## src/rtl/hbpwm_pkg.sv

```systemverilog
package hbpwm_pkg;

    // ------------------------------------------------------------
    // output drive encoding
    // ------------------------------------------------------------
    typedef struct packed {
        logic drive_lo;   // low-side on
        logic drive_hi;   // high-side on
    } hbpwm_half_t;

    typedef struct packed {
        logic ctrl_in_a;
        logic ctrl_in_b;
    } hbpwm_ctrl_t;

    // ------------------------------------------------------------
    // decode states
    // ------------------------------------------------------------
    typedef enum logic [3:0] {
        HBPWM_ST_HIZ   = 4'h1,
        HBPWM_ST_RELAY_COIL_ONE = 4'h2,
        HBPWM_ST_RELAY_COIL_TWO = 4'h4,
        HBPWM_ST_BRAKE = 4'h8
    } hbpwm_state_t;

    // ------------------------------------------------------------
    // reset values
    // ------------------------------------------------------------
    localparam hbpwm_state_t HBPWM_STATE_RST = HBPWM_ST_HIZ;
    localparam logic HBPWM_OE_RST = 1'h0;
    localparam logic HBPWM_OUT_RST = 1'h0;

endpackage : hbpwm_pkg

```

## src/rtl/hbpwm_decode.sv

```systemverilog
// Notes on behaviour
// - both inputs low: both bridge outputs released to high impedance.
// - a low, b high: output a low, output b high, coil one energised.
// - a high, b low: output a high, output b low, coil two energised.
// - both inputs high: both outputs low; avoid this with a latching relay.
`timescale 1ns/10ps

module hbpwm_decode
    import hbpwm_pkg::*;
(
    input wire logic clk,                  // 40 MHz clock
    input wire logic rst_b,                // async reset, active low
    input wire hbpwm_ctrl_t ctrl,          // control inputs a and b
    output logic bridge_out_a_o,           // output a level when driven
    output logic bridge_out_a_oe,          // output a enable, low = hi-z
    output logic bridge_out_b_o,           // output b level when driven
    output logic bridge_out_b_oe,          // output b enable, low = hi-z
    output hbpwm_state_t state_ff          // present decode state
);

    // ------------------------------------------------------------
    // declarations
    // ------------------------------------------------------------
    // index 0 is output a, index 1 is output b
    localparam int HBPWM_HALVES = 2;

    logic [1:0] ctrl_bits;
    hbpwm_state_t nxt_state;
    hbpwm_half_t nxt_half [HBPWM_HALVES];

    // ------------------------------------------------------------
    // input sampling
    // ------------------------------------------------------------
    // input a is the upper bit of the pair
    assign ctrl_bits = {ctrl.ctrl_in_a, ctrl.ctrl_in_b};

    // ------------------------------------------------------------
    // state decode
    // ------------------------------------------------------------
    // purely a function of the present input levels
    always_comb begin
        case (ctrl_bits)
            2'h0: begin
                nxt_state = HBPWM_ST_HIZ;
            end
            2'h1: begin
                nxt_state = HBPWM_ST_RELAY_COIL_ONE;
            end
            2'h2: begin
                nxt_state = HBPWM_ST_RELAY_COIL_TWO;
            end
            2'h3: begin
                nxt_state = HBPWM_ST_BRAKE;
            end
            default: begin
                // unknown inputs: release the bridge rather than guess
                nxt_state = HBPWM_ST_HIZ;
            end
        endcase
    end

    // ------------------------------------------------------------
    // switch table
    // ------------------------------------------------------------
    // no state ever turns on both switches of one half
    always_comb begin
        nxt_half[0].drive_lo = 1'b0;
        nxt_half[0].drive_hi = 1'b0;
        nxt_half[1].drive_lo = 1'b0;
        nxt_half[1].drive_hi = 1'b0;
        case (nxt_state)
            HBPWM_ST_HIZ: begin
                nxt_half[0].drive_lo = 1'b0;
                nxt_half[0].drive_hi = 1'b0;
                nxt_half[1].drive_lo = 1'b0;
                nxt_half[1].drive_hi = 1'b0;
            end
            HBPWM_ST_RELAY_COIL_ONE: begin
                nxt_half[0].drive_lo = 1'b1;
                nxt_half[0].drive_hi = 1'b0;
                nxt_half[1].drive_lo = 1'b0;
                nxt_half[1].drive_hi = 1'b1;
            end
            HBPWM_ST_RELAY_COIL_TWO: begin
                nxt_half[0].drive_lo = 1'b0;
                nxt_half[0].drive_hi = 1'b1;
                nxt_half[1].drive_lo = 1'b1;
                nxt_half[1].drive_hi = 1'b0;
            end
            HBPWM_ST_BRAKE: begin
                nxt_half[0].drive_lo = 1'b1;
                nxt_half[0].drive_hi = 1'b0;
                nxt_half[1].drive_lo = 1'b1;
                nxt_half[1].drive_hi = 1'b0;
            end
            default: begin
                nxt_half[0].drive_lo = 1'b0;
                nxt_half[0].drive_hi = 1'b0;
                nxt_half[1].drive_lo = 1'b0;
                nxt_half[1].drive_hi = 1'b0;
            end
        endcase
    end

    // ------------------------------------------------------------
    // state register
    // ------------------------------------------------------------
    always_ff @(posedge clk or negedge rst_b) begin
        if (!rst_b) begin
            state_ff <= HBPWM_STATE_RST;
        end else begin
            state_ff <= nxt_state;
        end
    end

    // ------------------------------------------------------------
    // half-bridge output stages
    // ------------------------------------------------------------
    for (genvar g = 0; g < HBPWM_HALVES; g++) begin : g_half
        logic shoot_through;
        logic nxt_lvl;
        logic nxt_oe;
        logic lvl_ff;
        logic oe_ff;

        // guard against both switches of a half conducting at once
        assign shoot_through = nxt_half[g].drive_hi & nxt_half[g].drive_lo;

        // the level only matters while the stage is enabled
        assign nxt_lvl = nxt_half[g].drive_hi & ~shoot_through;

        // either switch on means the pin is driven
        assign nxt_oe = (nxt_half[g].drive_hi | nxt_half[g].drive_lo) & ~shoot_through;

        // --------------------------------------------------------
        // drive level
        // --------------------------------------------------------
        always_ff @(posedge clk or negedge rst_b) begin
            if (!rst_b) begin
                lvl_ff <= HBPWM_OUT_RST;
            end else begin
                lvl_ff <= nxt_lvl;
            end
        end

        // --------------------------------------------------------
        // drive enable
        // --------------------------------------------------------
        // enable low leaves the pin released
        always_ff @(posedge clk or negedge rst_b) begin
            if (!rst_b) begin
                oe_ff <= HBPWM_OE_RST;
            end else begin
                oe_ff <= nxt_oe;
            end
        end
    end : g_half

    // ------------------------------------------------------------
    // port wiring
    // ------------------------------------------------------------
    assign bridge_out_a_o = g_half[0].lvl_ff;
    assign bridge_out_a_oe = g_half[0].oe_ff;
    assign bridge_out_b_o = g_half[1].lvl_ff;
    assign bridge_out_b_oe = g_half[1].oe_ff;

endmodule : hbpwm_decode

```

## config.mk

```make
export PLATFORM = sky130hd
export DESIGN_NAME = hbpwm_decode
export DESIGN_NICKNAME = d
export VERILOG_FILES = /design/src/rtl/hbpwm_pkg.sv /design/src/rtl/hbpwm_decode.sv
export SDC_FILE = /design/constraint.sdc
export NUM_CORES = 1
export LEC_CHECK = 0
export BUFFER_PORTS_ARGS = -buffer_cell sky130_fd_sc_hd__buf_4
export CORE_AREA = 2 2 39 41
export CTS_BUF_LIST = sky130_fd_sc_hd__clkbuf_4 sky130_fd_sc_hd__clkbuf_8 sky130_fd_sc_hd__clkbuf_16
export DETAILED_ROUTE_END_ITERATION = 10
export DIE_AREA = 0 0 41 43
export PLACE_DENSITY_LB_ADDON = 0.08
export SYNTH_ARGS = -nofsm -noshare
export SYNTH_HDL_FRONTEND = slang
export SYNTH_SLANG_ARGS = --single-unit
export TNS_END_PERCENT = 50
```

## constraint.sdc

```tcl
create_clock -name clk -period 1.1 [get_ports clk]
set_clock_uncertainty 0.15 [all_clocks]
set_input_delay 0.33 -clock clk [delete_from_list [all_inputs] [get_ports clk]]
set_output_delay 0.33 -clock clk [all_outputs]
set_load 0.01 [all_outputs]
```

==> reports/results.ini, run 1 <==
[global_routing]
grt_pass1_wl_um=476
grt_max_degree=6
grt_pass1_vias=118
groute.usage.overall_pct=5.15
antenna_found_initial=0
grt_overflow=0

[final_layout]
instances_no_fill=42
nNetsFinal=31
layout_commonest_cell=buf_6
diodes=0
syn_to_final_growth_pct=82.8
final_core_util_pct=24.0
layout_common_cells=buf_6 (8), dfrtp_1 (4), clkbuf_4 (4), buf_4 (3)
drive_gt1_share_pct=69.2

[critical_path]
worst_setup_path_end_kind=output pin
cp.arrival_ns=0.84
path_max_fanout=1
worstSetupPathType=reg2out
startpoint_type=flop
path_depth=1
cp_data_required_time_ns=0.62
max_stage_delay_ns=0.52
cp_top_family=flip-flops
slowest_stage=dfstp_2
path_buf_inv=1
worstPathCellList=buf_6

[hold_path]
hp-start=ctrl[1]
hold_path_depth=2
hold_path.class=in2reg
min_to=state_ff[0]

[die]
io_pins=12
rows=14
dieArea_mm2=0.00176
start_util_pct=13.1
core_area_mm2=0.00138
fp.dieH_um=43
chipWidth_um=41

[logic_synthesis]
synth_cell_types=8
synth_top_area_share_pct=55.2
avgSynthCellArea_um2=14.0
synth_area_leaders=dfrtp_1 (55%), dfstp_2 (14%), buf_4 (12%), and2b_2 (4.8%), and2_2 (4.1%)
netlist_area_um2=181
synth_top_area_cell=dfrtp_1
syn_inst=13
seq_area_frac_synth_pct=69.7
ys_ff_latch=5
syn-num-nets=17
yosysWarnings=0

[timing]
fin_crit_sh_pct=120
hold_viol_final=0
max_freq_mhz=755
report.final.setup_viol=8
fin_crit_ns=1.32
fin_ws_ns=-0.224
rsz0062_at_grt=true
tightest_slew_ns=0.117
slew_headroom_pct=92.2
setup-tns-final_ns=-1.15
drv_slew=0

[drt]
post_drt_wl_per_cell_um=7.79
drc_errors=0
avgViaCountPerCell=3.10
final_antenna_net_count=0
routed_wl_um=327
first_iter_violations=0
drt_pass1_iterations=1
vias=130

[clocking]
cts-root-buf=clkbuf_4
numClockSinks=5
cts_buffers=3
cts_tree=built
ctsHtreeMaxLevel=1
clk_pin_slew_worst_paths_ns=0.04
cts_max_path_buffers=2
postCtsSetupBuffers=0

[run_status]
violations=setup timing
status=finished with violations

[pwr]
power_per_cell_area_mw_per_mm2=1500
p_leak_nw=0.159
vdd_drop_max_v=0.000335
p_total_w=0.000497

[placed_design]
pre_cts_slack_ns=0.0223
port_buffers=11
numPlacedInstances=37
place_congestion=0.565

[run]
drv_cap=0

## power breakdown
| part | total [W] | leakage, nW | switching, W | internal [W] |
|---|---|---|---|---|
| sequential | 0.000202 | 0.0594 | 0.00000660 | 0.000196 |
| combinational | 0.0000636 | 0.0816 | 0.0000225 | 0.0000411 |
| clock | 0.000231 | 0.0184 | 0.0000698 | 0.000161 |
## worst max path at each step
stage	from	endpoint	slack [ns]
2_1_floorplan	bridge_out_a_oe	bridge_out_b_oe	0.08
3_3_place_gp	state_ff[0]	state_ff[0]	0.02
3_5_place_dp	state_ff[0]	state_ff[0]	0.02
4_1_cts	state_ff[0]	state_ff[0]	-0.24
5_1_grt	state_ff[0]	state_ff[0]	-0.25
6_report	state_ff[0]	state_ff[0]	-0.22
## cells in the mapped netlist
| library cell | count |
|---|---|
| or2_1 | 1 |
| buf_4 | 3 |
| and2_2 | 1 |
| dfrtp_1 | 4 |
| nor2b_1 | 1 |
| nor2_1 | 1 |
| and2b_2 | 1 |
| dfstp_2 | 1 |
## state kept, by name, indices dropped and copies added (netlist names)
name	count
state_ff	3
bridge_out_a_oe	1
bridge_out_b_o	1
## routing by layer
layer | vias up | routed length (µm) | track usage (%)
li1 | 62 | - | -
met1 | 59 | 129 | 4.90
met2 | 9 | 167 | 4.69
met3 | 0 | 30 | 1.57
met4 | 0 | 0 | 12.0
met5 | - | 0 | 0
## kinds of logic after synthesis
family | count (synthesis) | share of synthesized area (%)
buf+inv | 3 | 12.4
flops | 5 | 69.7
simple gates | 5 | 17.9
## metrics by stage
step / instance area (µm²) / hold slack, ns
2_1_floorplan: 181 / -0.116
3_5_place_dp: 262 / -0.0159
6_report: 332 / 0.0849
3_3_place_gp: 262 / -0.0154
5_1_grt: 332 / 0.0881
4_1_cts: 320 / 0.0722
## cell type report
class | instances | area (µm²)
multi-input combinational | 5 | 32.5
fill | 147 | 1050
clock buffer | 4 | 30.0
sequential | 5 | 126
timing repair buffer | 12 | 123
tap | 16 | 20.0
## repair_timing
action	in CTS	in global routing
endpoints found under the setup margin	8	8
hold buffers	1	0
gates resized for setup	5	3
hold endpoints to repair	5	0
Note: power is estimated with default switching activity, not from simulation.
==> run 2: changes to the inputs <==
- CORE_AREA: 2 2 39 41 -> 8 8 45 47
- DIE_AREA: 0 0 41 43 -> 0 0 53 55
- TNS_END_PERCENT: 50 -> unset
==> run 2 against run 1 <==
The flow still finishes with violations (setup timing). Sequential power is essentially flat. Wire length grew 25%. Combinational power is 2% higher. Maximum frequency is 0.19% lower. Non-clock buffer count unchanged. Design area is the same. Die area up 65%. Largest cell class unchanged. Sequential share of layout area unchanged. Via count decreased by 3.8%.
==> reports/results.ini, run 2 (synthesized netlist as in run 1, its figures left out) <==
[final_layout]
layout_common_cells=buf_6 (8), dfrtp_1 (4), clkbuf_4 (4), buf_4 (3)
drive_gt1_share_pct=69.2  ; unchanged
nNetsFinal=31  ; unchanged
instances_no_fill=42  ; unchanged
top_register=state_ff
layout_commonest_cell=buf_6
fillers=147  ; unchanged
diodes=0  ; unchanged
syn_to_final_growth_pct=82.8  ; unchanged
largest_register_ffs=3  ; unchanged

[critical_path]
worstSetupPathType=reg2out
cp.arrival_ns=0.85  ; about the same
cp_top_family=flip-flops
path_max_fanout=1  ; unchanged
worst_setup_path_end_kind=output pin
cp_data_required_time_ns=0.62  ; about the same
slowest_stage=dfstp_2
max_stage_delay_ns=0.52  ; about the same
path_buf_inv=1  ; unchanged
worstPathCellList=buf_6
startpoint_type=flop

[drt]
avgViaCountPerCell=2.98  ; -3.8%
drt_pass1_iterations=1  ; unchanged
drc_errors=0  ; unchanged
vias=125  ; -3.8%
post_drt_wl_per_cell_um=9.74  ; +25%
routed_wl_um=409  ; +25%
first_iter_violations=0  ; unchanged
final_antenna_net_count=0  ; unchanged

[die]
fp.dieH_um=55  ; +28%
core_area_mm2=0.00138  ; unchanged
chipWidth_um=53  ; +29%
io_pins=12  ; unchanged
rows=14  ; unchanged
start_util_pct=13.1  ; unchanged
dieArea_mm2=0.00292  ; +65%

[run_status]
violations=setup timing
status=finished with violations

[clocking]
clk_pin_slew_worst_paths_ns=0.04  ; about the same
numClockSinks=5  ; unchanged
cts_max_path_buffers=2  ; unchanged
cts-root-buf=clkbuf_4
ctsHtreeMaxLevel=1  ; unchanged
cts_buffers=3  ; unchanged
cts_tree=built

[timing]
rsz0062_at_grt=true
fin_crit_sh_pct=121  ; +0.23 points
tightest_slew_ns=0.110  ; -0.00689 ns
holdWs_ns=0.0885  ; +0.00361 ns
drv_slew=0  ; unchanged
fin_ws_ns=-0.227  ; -0.00254 ns
slew_headroom_pct=92.7  ; +0.46 points
hold_viol_final=0  ; unchanged
max_freq_mhz=754  ; -0.19%
fin_crit_ns=1.33  ; +0.00254 ns
report.final.setup_viol=8  ; unchanged

[placed_design]
numPlacedInstances=37  ; unchanged
place_congestion=0.607  ; +7.4%
pre_cts_slack_ns=0.0178  ; -0.00445 ns
port_buffers=11  ; unchanged

[run]
drv_cap=0  ; unchanged

[pwr]
vdd_drop_max_v=0.000372  ; +11%
power_per_cell_area_mw_per_mm2=1500  ; +0.20%
p_sw_share_pct=20.1  ; +0.14 points
p_total_w=0.000498  ; +0.20%
internal-power_w=0.000398  ; about the same
comb_power_share_pct=13.0  ; +0.2 points
power_frac_clock_pct=46.5  ; about the same
seqPwrFrac_pct=40.6  ; about the same
p_leak_nw=0.159  ; unchanged
p_switching_w=0.0000999  ; +0.91%

[hold_path]
hold_path.class=in2reg

[global_routing]
antenna_found_initial=0  ; unchanged
groute.usage.overall_pct=3.62  ; -1.5 points
grt_pass1_wl_um=586  ; +23%
grt_pass1_vias=130  ; +10%
grt_overflow=0  ; unchanged
grt_max_degree=6  ; unchanged

-- run 2: cell type report --
| class | count | area, µm² | area share, % |
|---|---|---|---|
| Clock buffer | 4 | 30.0 | 9.06 |
| Sequential cell | 5 | 126 | 38.1 |
| Timing Repair Buffer | 12 | 123 | 37.0 |
| Tap cell | 16 | 20.0 | 6.04 |
| Multi-Input combinational cell | 5 | 32.5 | 9.81 |
-- run 2: final timing paths --
| path | slack, ns | start | depth (start not counted) | to |
|---|---|---|---|---|
| min in group asynchronous | 0.29 | rst_b | 2 | bridge_out_a_oe |
| max | -0.23 | state_ff[0] | 1 | state_ff[0] |
| min | 0.09 | ctrl[0] | 2 | state_ff[0] |
| max in group asynchronous | 0.32 | rst_b | 2 | state_ff[0] |
-- run 2: metal layers --
metal | vias up | track usage (%) | routed length, µm | share of wire (%)
met1 | 50 | 2.76 | 141 | 34
li1 | 62 | - | - | -
met4 | 0 | 10.3 | 22 | 5.4
met2 | 11 | 3.52 | 168 | 41
met5 | - | 0 | 0 | 0
met3 | 2 | 1.60 | 76 | 19
-- run 2: power by group through the flow --
stage / clock network, W / registers [W] / logic [W]
2_1_floorplan: 0 / 0.000207 / 0.0000178
3_3_place_gp: 0 / 0.000201 / 0.0000548
3_5_place_dp: 0 / 0.000202 / 0.0000546
4_1_cts: 0.000243 / 0.000202 / 0.0000662
5_1_grt: 0.000250 / 0.000203 / 0.0000692
6_report: 0.000231 / 0.000202 / 0.0000646
-- run 2: per-stage QoR --
step                      util (%)  instance area, µm²  TNS (ns)
after global routing          24.0                 332     -1.36
after global placement        18.9                 262         0
after detailed placement      18.9                 262         0
after floorplan                  -                 181         0
after CTS                     24.0                 332     -1.27
final                         24.0                 332     -1.14
-- run 2: timing repair --
item                                   in CTS  in global routing
hold buffers                                1                  0
setup endpoints to repair                   8                  8
endpoints found under the hold margin       5                  0
gates resized for setup                     8                  0
setup buffers                               0                  0
pin swaps                                   0                  0
